<file path="src/logic/scope_trig_pkg.sv">
// Shared types and constants of the trigger qualifier
package scope_trig_pkg;
  localparam int CW = 24;
  localparam int NCH = 4;
  localparam int EW = 6;
  localparam logic [3:0] EEPROM_CTRL = 4'hA;
  localparam logic [3:0] BIT_ACK = 4'h8;
  localparam logic [EW-1:0] EDGE_ADDR1 = 6'h08;
  localparam logic [EW-1:0] EDGE_ADDR2 = 6'h11;
  localparam logic [EW-1:0] EDGE_ONE7 = 6'h11;
  localparam logic [EW-1:0] EDGE_TWO7 = 6'h1A;
  localparam logic [EW-1:0] EDGE_ONE10 = 6'h1A;
  localparam logic [EW-1:0] EDGE_TWO10 = 6'h22;
  localparam logic [3:0] ADDR_BYTES7 = 4'h1;
  localparam logic [3:0] ADDR_BYTES10 = 4'h2;
  localparam logic [3:0] LEN_MIN = 4'h1;
  localparam logic [3:0] LEN_MAX = 4'hC;

  typedef enum logic [1:0] {
    MODE_DROP = 2'h0, MODE_RUNT = 2'h1, MODE_PAT = 2'h3, MODE_I2C = 2'h2
  } mode_t;
  typedef enum logic [1:0] {LIM_LT, LIM_GT, LIM_IN, LIM_OUT} limit_t;
  typedef enum logic [1:0] {
    LOGIC_AND, LOGIC_OR, LOGIC_NAND, LOGIC_NOR
  } combine_t;
  typedef enum logic [1:0] {CH_DC, CH_LOW, CH_HIGH} chsel_t;
  typedef enum logic [2:0] {
    I2C_START, I2C_STOP, I2C_RESTART, I2C_NOACK,
    I2C_EEPROM, I2C_ADDR7, I2C_ADDR10, I2C_LENGTH
  } i2ccond_t;
  typedef enum logic [1:0] {CMP_EQ, CMP_LT, CMP_GT} cmp_t;
  typedef enum logic [1:0] {PH_IDLE = 2'b00, PH_FRAME = 2'b01} phase_t;

  typedef struct packed {
    mode_t mode;
    logic dropoutVariant;
    logic slopeFall;
    logic [CW-1:0] timeout;
    logic runtNeg;
    limit_t limit;
    logic [CW-1:0] limLow;
    logic [CW-1:0] limHigh;
    chsel_t [NCH-1:0] chSel;
    combine_t patLogic;
    i2ccond_t i2cCond;
    logic addrTen;
    logic addrCare;
    logic [9:0] addrPattern;
    logic [7:0] firstDataPattern;
    logic firstCare;
    logic [7:0] secondDataPattern;
    logic secondCare;
    logic twoData;
    cmp_t eepromCmp;
    logic [3:0] byteLength;
  } cfg_t;

  typedef struct packed {
    logic level;
    logic runtLo;
    logic runtHi;
    logic [NCH-1:0] pat;
    logic scl;
    logic sda;
  } probe_t;
endpackage

</file>
<file path="src/logic/i2c_trigger_decoder.sv">
// Serial bus frame decoder raising I2C trigger conditions
`timescale 1ns/1ps
`default_nettype none
module i2c_trigger_decoder
(
  input wire logic clock,
  input wire logic resetn,
  input wire logic active,
  input wire logic scl,
  input wire logic sda,
  input wire scope_trig_pkg::cfg_t cfg,
  output logic hit
);
  typedef struct packed {
    logic scl;
    logic sda;
    scope_trig_pkg::phase_t ph;
    logic [scope_trig_pkg::EW-1:0] edgeCnt;
    logic [3:0] bitCnt;
    logic [3:0] byteCnt;
    logic [7:0] shift;
    logic addrOk;
    logic data1Ok;
    logic eepArm;
    logic hit;
  } ist_t;

  ist_t q;
  ist_t n;
  logic sclRise;
  logic startCond;
  logic stopCond;
  logic [7:0] nShift;
  logic [3:0] addrBytes;
  logic isCond;

  assign sclRise = scl & ~q.scl;
  assign startCond = scl & q.scl & ~sda & q.sda;
  assign stopCond = scl & q.scl & sda & ~q.sda;
  assign nShift = {q.shift[6:0], sda};
  assign addrBytes = cfg.addrTen ? scope_trig_pkg::ADDR_BYTES10
                                 : scope_trig_pkg::ADDR_BYTES7;
  assign hit = q.hit;

  always_comb
  begin
    n = q;
    n.scl = scl;
    n.sda = sda;
    n.hit = 1'b0;
    isCond = 1'b0;
    if (!active)
    begin
      n.ph = scope_trig_pkg::PH_IDLE;
      n.eepArm = 1'b0;
    end
    else if (startCond)
    begin
      // Repeated start also opens a fresh frame
      if (cfg.i2cCond == scope_trig_pkg::I2C_START)
        n.hit = 1'b1;
      if (cfg.i2cCond == scope_trig_pkg::I2C_RESTART
          && q.ph == scope_trig_pkg::PH_FRAME)
        n.hit = 1'b1;
      n.ph = scope_trig_pkg::PH_FRAME;
      n.edgeCnt = '0;
      n.bitCnt = '0;
      n.byteCnt = '0;
      n.eepArm = 1'b0;
      n.addrOk = 1'b1;
      n.data1Ok = 1'b1;
    end
    else if (stopCond)
    begin
      if (cfg.i2cCond == scope_trig_pkg::I2C_STOP)
        n.hit = 1'b1;
      if (cfg.i2cCond == scope_trig_pkg::I2C_LENGTH
          && q.ph == scope_trig_pkg::PH_FRAME
          && q.byteCnt == 4'(cfg.byteLength + addrBytes))
        n.hit = 1'b1;
      n.ph = scope_trig_pkg::PH_IDLE;
    end
    else if (q.ph == scope_trig_pkg::PH_FRAME && sclRise)
    begin
      n.shift = nShift;
      if (q.edgeCnt != '1)
        n.edgeCnt = q.edgeCnt + 1'b1;
      n.bitCnt = (q.bitCnt == scope_trig_pkg::BIT_ACK) ? '0
                                                       : q.bitCnt + 1'b1;
      if (q.bitCnt == scope_trig_pkg::BIT_ACK)
      begin
        if (q.byteCnt != '1)
          n.byteCnt = q.byteCnt + 1'b1;
        if (sda && cfg.i2cCond == scope_trig_pkg::I2C_NOACK)
          n.hit = 1'b1;
        if (q.eepArm && cfg.i2cCond == scope_trig_pkg::I2C_EEPROM)
        begin
          case (cfg.eepromCmp)
            scope_trig_pkg::CMP_LT: isCond = q.shift < cfg.firstDataPattern;
            scope_trig_pkg::CMP_GT: isCond = q.shift > cfg.firstDataPattern;
            default: isCond = q.shift == cfg.firstDataPattern;
          endcase
          n.hit = isCond;
        end
        if (q.byteCnt == '0 && q.shift[7:4] == scope_trig_pkg::EEPROM_CTRL
            && q.shift[0] && !sda)
          n.eepArm = 1'b1;
      end
      if (cfg.addrCare && n.edgeCnt == scope_trig_pkg::EDGE_ADDR1)
        n.addrOk = cfg.addrTen ? nShift[2:1] == cfg.addrPattern[9:8]
                               : nShift[7:1] == cfg.addrPattern[6:0];
      if (cfg.addrCare && cfg.addrTen
          && n.edgeCnt == scope_trig_pkg::EDGE_ADDR2)
        n.addrOk = q.addrOk && nShift == cfg.addrPattern[7:0];
      if (cfg.i2cCond == scope_trig_pkg::I2C_ADDR7
          || cfg.i2cCond == scope_trig_pkg::I2C_ADDR10)
      begin
        if (n.edgeCnt == (cfg.addrTen ? scope_trig_pkg::EDGE_ONE10
                                      : scope_trig_pkg::EDGE_ONE7))
        begin
          n.data1Ok = !cfg.firstCare || nShift == cfg.firstDataPattern;
          n.hit = q.addrOk && n.data1Ok && !cfg.twoData;
        end
        if (cfg.twoData
            && n.edgeCnt == (cfg.addrTen ? scope_trig_pkg::EDGE_TWO10
                                         : scope_trig_pkg::EDGE_TWO7))
          n.hit = q.addrOk && q.data1Ok && (!cfg.secondCare
                  || nShift == cfg.secondDataPattern);
      end
    end
  end

  always_ff @(posedge clock)
  begin
    if (!resetn)
      q <= '0;
    else
      q <= n;
  end
endmodule
`default_nettype wire

</file>
<file path="src/logic/scope_trigger_qualifier.sv">
// Trigger qualifier: dropout, runt, pattern and serial bus triggers
`timescale 1ns/1ps
`default_nettype none
module scope_trigger_qualifier
(
  input wire logic clock,
  input wire logic resetn,
  input wire logic armed,
  input wire scope_trig_pkg::cfg_t cfg,
  input wire scope_trig_pkg::probe_t probes,
  output logic trigger
);
  typedef struct packed {
    scope_trig_pkg::probe_t s1;
    scope_trig_pkg::probe_t s2;
    scope_trig_pkg::probe_t pv;
    scope_trig_pkg::cfg_t cfg;
    logic dropRun;
    logic dropDone;
    logic [scope_trig_pkg::CW-1:0] dropCnt;
    logic runtOn;
    logic runtReach;
    logic [scope_trig_pkg::CW-1:0] runtCnt;
    logic patTrue;
    logic [scope_trig_pkg::CW-1:0] patCnt;
    logic trig;
  } st_t;

  st_t q;
  st_t n;
  logic rise;
  logic fall;
  logic startEdge;
  logic stopEdge;
  logic runtA;
  logic runtAPrev;
  logic runtB;
  logic [scope_trig_pkg::NCH-1:0] chCare;
  logic [scope_trig_pkg::NCH-1:0] chMatch;
  logic allMatch;
  logic anyMatch;
  logic patNow;
  logic i2cActive;
  logic i2cHit;
  logic dropFire;
  logic runtFire;
  logic patFire;

  function automatic logic limitOk
  (
    input logic [scope_trig_pkg::CW-1:0] w,
    input scope_trig_pkg::cfg_t c
  );
    case (c.limit)
      scope_trig_pkg::LIM_LT: limitOk = w < c.limLow;
      scope_trig_pkg::LIM_GT: limitOk = w > c.limLow;
      scope_trig_pkg::LIM_IN: limitOk = w > c.limLow && w < c.limHigh;
      default: limitOk = w < c.limLow || w > c.limHigh;
    endcase
  endfunction

  // Slope detection on the synchronised trigger-level comparator
  assign rise = q.s2.level & ~q.pv.level;
  assign fall = ~q.s2.level & q.pv.level;
  assign startEdge = q.cfg.slopeFall ? fall : rise;
  assign stopEdge = q.cfg.slopeFall ? rise : fall;

  // Negative polarity swaps and inverts the two thresholds
  assign runtA = q.cfg.runtNeg ? ~q.s2.runtHi : q.s2.runtLo;
  assign runtAPrev = q.cfg.runtNeg ? ~q.pv.runtHi : q.pv.runtLo;
  assign runtB = q.cfg.runtNeg ? ~q.s2.runtLo : q.s2.runtHi;

  // Per-channel pattern terms
  for (genvar i = 0; i < scope_trig_pkg::NCH; i++)
  begin : g_ch
    assign chCare[i] = q.cfg.chSel[i] != scope_trig_pkg::CH_DC;
    assign chMatch[i] = (q.cfg.chSel[i] == scope_trig_pkg::CH_HIGH)
                        ? q.s2.pat[i] : ~q.s2.pat[i];
  end

  assign allMatch = &(chMatch | ~chCare);
  assign anyMatch = |(chMatch & chCare);

  always_comb
  begin
    case (q.cfg.patLogic)
      scope_trig_pkg::LOGIC_AND: patNow = allMatch;
      scope_trig_pkg::LOGIC_OR: patNow = anyMatch;
      scope_trig_pkg::LOGIC_NAND: patNow = ~allMatch;
      scope_trig_pkg::LOGIC_NOR: patNow = ~anyMatch;
      default: patNow = 1'b0;
    endcase
    patNow = patNow & (|chCare);
  end

  assign i2cActive = armed && q.cfg.mode == scope_trig_pkg::MODE_I2C;
  assign trigger = q.trig;

  i2c_trigger_decoder u_i2c
  (
    .clock(clock),
    .resetn(resetn),
    .active(i2cActive),
    .scl(q.s2.scl),
    .sda(q.s2.sda),
    .cfg(q.cfg),
    .hit(i2cHit)
  );

  always_comb
  begin
    n = q;
    dropFire = 1'b0;
    runtFire = 1'b0;
    patFire = 1'b0;
    n.s1 = probes;
    n.s2 = q.s1;
    n.pv = q.s2;
    n.trig = 1'b0;
    if (!armed)
    begin
      n.cfg = cfg;
      n.dropRun = 1'b0;
      n.dropDone = 1'b0;
      n.runtOn = 1'b0;
      n.patTrue = 1'b0;
    end
    else
    begin
      // Dropout: timing runs in sample-clock cycles
      if (q.cfg.dropoutVariant && stopEdge)
        n.dropRun = 1'b0;
      else if (startEdge)
      begin
        n.dropRun = 1'b1;
        n.dropDone = 1'b0;
        n.dropCnt = '0;
      end
      else if (q.dropRun && !q.dropDone)
      begin
        if (q.dropCnt > q.cfg.timeout)
        begin
          dropFire = 1'b1;
          n.dropDone = 1'b1;
        end
        else
          n.dropCnt = q.dropCnt + 1'b1;
      end

      // Runt: start on first threshold, watch the second
      if (runtA && !runtAPrev)
      begin
        n.runtOn = 1'b1;
        n.runtReach = runtB;
        n.runtCnt = '0;
      end
      else if (q.runtOn && !runtA)
      begin
        n.runtOn = 1'b0;
        runtFire = !q.runtReach && limitOk(q.runtCnt, q.cfg);
      end
      else if (q.runtOn)
      begin
        if (runtB)
          n.runtReach = 1'b1;
        if (q.runtCnt != '1)
          n.runtCnt = q.runtCnt + 1'b1;
      end

      // Pattern duration timer
      n.patTrue = patNow;
      if (patNow && !q.patTrue)
        n.patCnt = '0;
      else if (patNow && q.patCnt != '1)
        n.patCnt = q.patCnt + 1'b1;
      if (!patNow && q.patTrue)
        patFire = limitOk(q.patCnt, q.cfg);

      case (q.cfg.mode)
        scope_trig_pkg::MODE_DROP: n.trig = dropFire;
        scope_trig_pkg::MODE_RUNT: n.trig = runtFire;
        scope_trig_pkg::MODE_PAT: n.trig = patFire;
        scope_trig_pkg::MODE_I2C: n.trig = i2cHit;
        default: n.trig = 1'b0;
      endcase
    end
  end

  always_ff @(posedge clock)
  begin
    if (!resetn)
      q <= '0;
    else
      q <= n;
  end
endmodule
`default_nettype wire

</file>
<file path="config.mk">
export PLATFORM = sky130hd
export DESIGN_NAME = scope_trigger_qualifier
export DESIGN_NICKNAME = d
export VERILOG_FILES = /design/src/logic/scope_trig_pkg.sv /design/src/logic/i2c_trigger_decoder.sv /design/src/logic/scope_trigger_qualifier.sv
export SDC_FILE = /design/constraint.sdc
export NUM_CORES = 1
export LEC_CHECK = 0
export BUFFER_PORTS_ARGS = -buffer_cell sky130_fd_sc_hd__buf_4
export CAP_MARGIN = 10
export CORE_MARGIN = 1.5
export CORE_UTILIZATION = 60
export CTS_BUF_LIST = sky130_fd_sc_hd__clkbuf_16
export DETAILED_ROUTE_END_ITERATION = 8
export GPL_TIMING_DRIVEN = 0
export PLACE_DENSITY = 0.9
export SLEW_MARGIN = 20
export SYNTH_ARGS = -nofsm -noshare
export SYNTH_HDL_FRONTEND = slang
export SYNTH_SLANG_ARGS = --single-unit
</file>
<file path="constraint.sdc">
create_clock -name clock -period 3.5 [get_ports clock]
set_input_delay 0 -clock clock [delete_from_list [all_inputs] [get_ports clock]]
set_output_delay 0 -clock clock [all_outputs]
set_load 0.02 [all_outputs]
</file>
* Word level (Yosys, flattened, before mapping)
Index checks and enable logic that the tools add are counted.
** Storage, ports and cells
- Register bits :: 257
- Logic and storage cells :: 310
** Cells by class
- Add/sub/neg operators :: 7
- Order comparisons :: 11
- Equality and inequality tests :: 43
- Multiplexer cells :: 73
- Bitwise gates (word level) :: 32
- Reductions and logical operators :: 85
** Operators with widths (count)
- 25-bit two-way mux :: 5
- 24-bit greater-than comparator :: 5
- 24-bit < comparator :: 4
- 24-bit two-way mux :: 4
- 24-bit by 1-bit adder with 24-bit output (second input constant) :: 3
- 26-bit two-way mux :: 2
- 24-bit != test (second input constant) :: 2
- 1-bit two-way mux :: 39
- 6-bit two-way mux :: 6
- 2-bit nonzero test :: 17
- 8-bit == test :: 4
- 1-bit logical AND :: 29
- 4-bit AND reduction :: 7
- 2-bit == test (second input constant) :: 10
- 4-bit two-way mux :: 5
- 1-bit inverter :: 20
- 15-bit two-way mux :: 1
- 3-bit == test (second input constant) :: 4
- 6-bit == test :: 2
- 2-bit two-way mux :: 6
- 1-bit logical NOT :: 10
- 5-bit != test (second input constant) :: 2
- 5-bit AND reduction :: 2
- 1-bit AND :: 9
- other kinds (33) :: 53

* Logic depth before layout (Yosys ltp)
- Depth after elaboration :: 16
- Depth in mapped cells :: 12
- Depth with buffers taken out :: 11

* Hierarchy
From an unflattened synthesis, not the netlist that was laid out.
** Second synthesis, totals
- Cell total of the unflattened synthesis :: 1666
- Area, all modules :: 14895.5 um2
** By module, submodules not included
- scope_trigger_qualifier :: instances 1, cells each 1331, area an instance 12279.3 um2, seq. area each 4564.4 um2
- i2c_trigger_decoder :: instances 1, cells each 335, area an instance 2616.3 um2, seq. area each 580.6 um2

* Worst setup path after synthesis
OpenSTA, ideal clock, no wires.
- Path kind :: register -> register
- From :: register q[135] in the netlist's numbering
- To :: register q, in the netlist trigger
- Setup time :: 0.086 ns
- Arrival :: 2.549 ns
- Required time :: 3.414 ns
- Path slack :: 0.864 ns
- Cell stages (with the launch flop) :: 11
- Path buffers :: 0
- Period minus slack after synthesis :: 2.636 ns
- Cells stage by stage :: dfxtp_1 > inv_1 > ha_1 > a211oi_2 > o21ai_1 > o221a_1 > or4_4 > nor4bb_1 > a211oi_1 > o32a_1 > a221oi_2
** Between the ends
- Longest elaborated chain between the ends :: 10
- Elaborated cells between the ends (all ways) :: 18
- Those cells by class :: 4 x order compare; 9 x mux; 5 x reduce/logical
** RTL lines
- start, declared :: RTL line scope_trigger_qualifier.sv:29 : st_t q;
- start signal, assigned :: RTL line scope_trigger_qualifier.sv:194 : q <= n;
- 24-bit greater-than comparator / 24-bit < comparator (equally long branches) :: RTL line scope_trigger_qualifier.sv:58, scope_trigger_qualifier.sv:57
- 1-bit logical OR / 1-bit logical AND (equally long branches) :: RTL line scope_trigger_qualifier.sv:58, scope_trigger_qualifier.sv:57
- 1-bit one-hot mux with 3 select lines :: RTL line scope_trigger_qualifier.sv:54 : case (c.limit)
- 1-bit two-way mux :: RTL line scope_trigger_qualifier.sv:157 : else if (q.runtOn && !runtA)
- 1-bit two-way mux :: RTL line scope_trigger_qualifier.sv:151 : if (runtA && !runtAPrev)
- 1-bit two-way mux :: RTL line scope_trigger_qualifier.sv:120 : if (!armed)
- 1-bit logical AND :: RTL line scope_trigger_qualifier.sv:160 : runtFire = !q.runtReach && limitOk(q.runtCnt, q.cfg);
- 1-bit two-way mux :: RTL line scope_trigger_qualifier.sv:157
- 1-bit two-way mux :: RTL line scope_trigger_qualifier.sv:151
- 1-bit one-hot mux with 4 select lines (*) :: RTL line scope_trigger_qualifier.sv:179 : case (q.cfg.mode)
Every way passes the cells marked *; elsewhere a longest branch is shown, timed or not. The select of a mux whose other input is x is not followed.
A chain may end at the register's enable or synchronous reset.

* Worst setup path after layout
- From :: register q[65] in the netlist's numbering
- To :: register q[74] in the netlist's numbering
** Between the ends
- Longest elaborated chain between the ends :: 4
- Elaborated cells between the ends (all ways) :: 7
- Those cells by class :: 1 x add/sub; 1 x order compare; 1 x eq/ne; 3 x mux; 1 x reduce/logical
** RTL lines
- 24-bit by 1-bit adder with 24-bit output :: RTL line scope_trigger_qualifier.sv:147 : n.dropCnt = q.dropCnt + 1'b1;
- 24-bit two-way mux :: RTL line scope_trigger_qualifier.sv:141 : if (q.dropCnt > q.cfg.timeout)
- 25-bit two-way mux :: RTL line scope_trigger_qualifier.sv:139 : else if (q.dropRun && !q.dropDone)
- 25-bit two-way mux :: RTL line scope_trigger_qualifier.sv:133 : else if (startEdge)
Parallel ways exist; a longest one is shown, timed or not. The select of a mux whose other input is x is not followed.

==> metrics.md <==
| Metric | Value |
|---|---|
| Status | complete, no violations |
| IO Port Bufs | 139 |
| Post-route insts no fill | 2292 |
| Design Power | 7.05 mW |
| Reg2reg start | q[65] |
| Place WS | 0.166 ns |
| Average routed wire per standard cell | 20.2 microns |
| Nets | 2235 |
| Reg2reg path depth | 11 |
| Vias after detailed routing | 13900 |
| Critical Path Fanout Max | 10 |
| Gate Count Post-Synth | 1643 |
| CP peak stage delay | 0.51 ns |
| Seq/Total Area, Yosys | 0.352 |
| Cell variety after synth | 78 |
| DP Area | 0.0161 sq mm |
| TritonCTS clock tree | done |
| Final Slew Violations | 0 |
| Share of cells above drive strength 1 | 0.107 |
| Post-synth EDFFs | 0 |
| Register Area | 0.00514 sq mm |
| PwrDens | 383 mW/mm^2 |
| CTS Buf Count | 28 |
| Row cnt | 56 |
| Critical-path cell list | ha_1 -> a21o_1 -> a21o_1 -> a21oi_1 -> o22ai_1 -> nor4_1 -> a21oi_1 -> clkbuf_1 -> nor4_1 -> xnor2_1 -> nor2_1 |
| Number of global-route vias before repair | 14400 |
| Clock Tree Root | clkbuf_16 |
| Layout Area Growth over Synthesis | 25.8% |
| Post-DRT Antenna Nets | 0 |
| Fraction of registers with async set/reset | 0 |
| Full die area | 0.0253 sq mm |
| Worst Path Arrival | 3.69 ns |
| First-pass GRT wire length | 73300 microns |
| Total placed cells including tap cells | 2101 |
| Die extent in y | 159 microns |
| R2R setup slack | 0.24 ns |
| Syn nets | 1927 |
| VDD IR max | 0.400 mV |
| Via/cell ratio | 6.06 |
| Pre-Repair DR Iteration Count | 7 |
| Fin crit period | 3.26 ns |
| Yosys warns | 0 |
| Main synth FF type | dfxtp_1 |
| Max-Cap Viols | 0 |
| Crit Path Category | reg2reg |
| Worst-Skew Late Latency | 0.57 ns |
| Fin util | 0.777 |
| Multi-input logic area | 0.00880 sq mm |
| Hold Crit Depth | 3 |
| Setup slack after layout | 0.242 ns |
| Hold Path Class | in2reg |
| Most frequent cells in the layout | 257 x dfxtp_1, 152 x nor2b_1, 142 x ha_1 |
| Cell Area, Synth | 0.0146 sq mm |
| Clock sink count | 257 |
| Initial antenna violation count | 0 |
| Number of fill cells | 1514 |
| Routed WL | 46200 microns |
| Num ports | 142 |
| Slew HR | 0.305 |
| Final Skew | 0.0285 ns |
| Min-Delay Startpoint | armed |
| Synth Register Bits | 257 |
| Final setup TNS | 0 ns |
| CP startpoint kind | register |
| Die span in x | 159 microns |
| Congestion Overflow GR | 0 |
| Commonest non-fill, non-tap cell in the layout | dfxtp_1 |
| Max Clk Rate | 307 MHz |
| Period utilization | 0.931 |
| Setup violators final | 0 |
| Clk slew on worst S/H paths | 0.06 ns |
| Min-Delay Endpoint | q[206] |
| RSZ-0062 raised after global routing | false |
| Buf/Inv on CP | 1 |
| DP HPWL | 29500 microns |
| Initial cell density of the core | 0.618 |
| GRT Util Overall | 0.358 |
| Clk buf depth | 3 |
| CP max stage cell | nor4_1 |
| Final antenna diode count | 0 |
| Crit path max-delay family | simple AND/OR/NAND/NOR gates |
| Syn Area/Cell | 8.91 sq um |
| CP endpoint kind | register |
| WP data required | 3.93 ns |
| Worst-Margin Slew | 1.03 ns |
| Starting DRC count in detailed routing | 1318 |
| H-tree depth | 1 |
| Core region area | 0.0237 sq mm |
| Final hold violation count | 0 |
| WHS | 0.0801 ns |
| Cell area after layout | 0.0184 sq mm |
| Leak | 7.73 nW |
| GP Congestion | 0.951 |
| Post-route DRC | 0 |
| Largest net degree at the start of global routing | 16 |
| R2R Path End | q[74] |
-- routing by layer --
metal  GRT usage  vias to the layer above  share of wire
met5           0                        -              0
met4       0.235                        0          0.071
met1       0.395                     6489           0.37
met3      0.0667                      267          0.077
met2       0.629                      802           0.48
li1            -                     6341              -
-- registers in the layout, indices dropped and copies added, names as in the netlist --
| signal | flops |
|---|---|
| q | 209 |
| u_i2c.q | 21 |
| n | 18 |
| u_i2c.nShift | 7 |
| trigger | 1 |
| u_i2c.hit | 1 |
-- cell usage after synthesis (12+ instances only) --
| master | instances | area [sq um] |
|---|---|---|
| nand4_1 | 57 | 357 |
| buf_1 | 12 | 45.0 |
| a21oi_1 | 62 | 310 |
| ha_1 | 142 | 1780 |
| clkbuf_1 | 51 | 191 |
| inv_1 | 119 | 447 |
| nor2_1 | 107 | 402 |
| nor4_1 | 28 | 175 |
| nand3_1 | 44 | 220 |
| dfxtp_1 | 257 | 5140 |
| xor2_1 | 35 | 307 |
| o21ai_0 | 30 | 150 |
| a21boi_0 | 15 | 113 |
| nand2_1 | 88 | 330 |
| xnor2_1 | 66 | 578 |
| and3_1 | 15 | 93.8 |
| and2_1 | 34 | 213 |
| mux2i_1 | 132 | 1320 |
| nor2b_1 | 152 | 951 |
| a21o_1 | 17 | 128 |
| nor3_1 | 22 | 110 |
-- area by class of cell --
class,instances,area share
Tap cell,319,0.0217
Buffer,66,0.0140
Clock buffer,28,0.0381
Clock inverter,24,0.0118
Multi-Input combinational cell,1200,0.478
Timing Repair Buffer,278,0.132
Sequential cell,257,0.279
Inverter,120,0.0245
-- timing repair --
item | in CTS | in global routing
setup endpoints to repair | 0 | 3
endpoints found under the hold margin | 140 | 0
resized for setup | 0 | 3
hold buffers | 139 | 0
buffers inserted | 0 | 0
-- report_power, final --
group | switching [mW] | internal [mW] | leakage [nW] | total, mW
sequential | 0.0959 | 3.03 | 2.10 | 3.13
clock | 1.28 | 1.69 | 0.463 | 2.96
combinational | 0.485 | 0.479 | 5.16 | 0.965
total | 1.86 | 5.20 | 7.73 | 7.05
-- kinds of logic after synthesis --
group	synth area share
DFF	0.352
AOI/OAI and AO/OA	0.0930
xor gates and xnor gates	0.0604
buffers and inverters	0.0484
and+or+nand+nor	0.232
adders and majority gates	0.123
muxes	0.0918
-- worst max-delay path by stage --
stage            from  endpoint  slack (ns)  depth (start not counted)
2_1_floorplan  q[135]   trigger        0.86                         10
3_3_place_gp   q[175]   trigger        0.20                         10
3_5_place_dp   q[175]   trigger        0.17                         10
4_1_cts        q[175]   trigger        0.12                         10
5_1_grt         q[65]     q[74]        0.04                         11
6_report        q[65]     q[74]        0.24                         11
-- tightest hold or removal path: cells and delay by family --
| kind | cells | cell delay (ns) |
|---|---|---|
| AOI/OAI and AO/OA | 1 | 0.09 |
| buffers and inverters | 1 | 0.26 |
| and+or+nand+nor | 1 | 0.23 |
(Power assumes the default switching activity.)
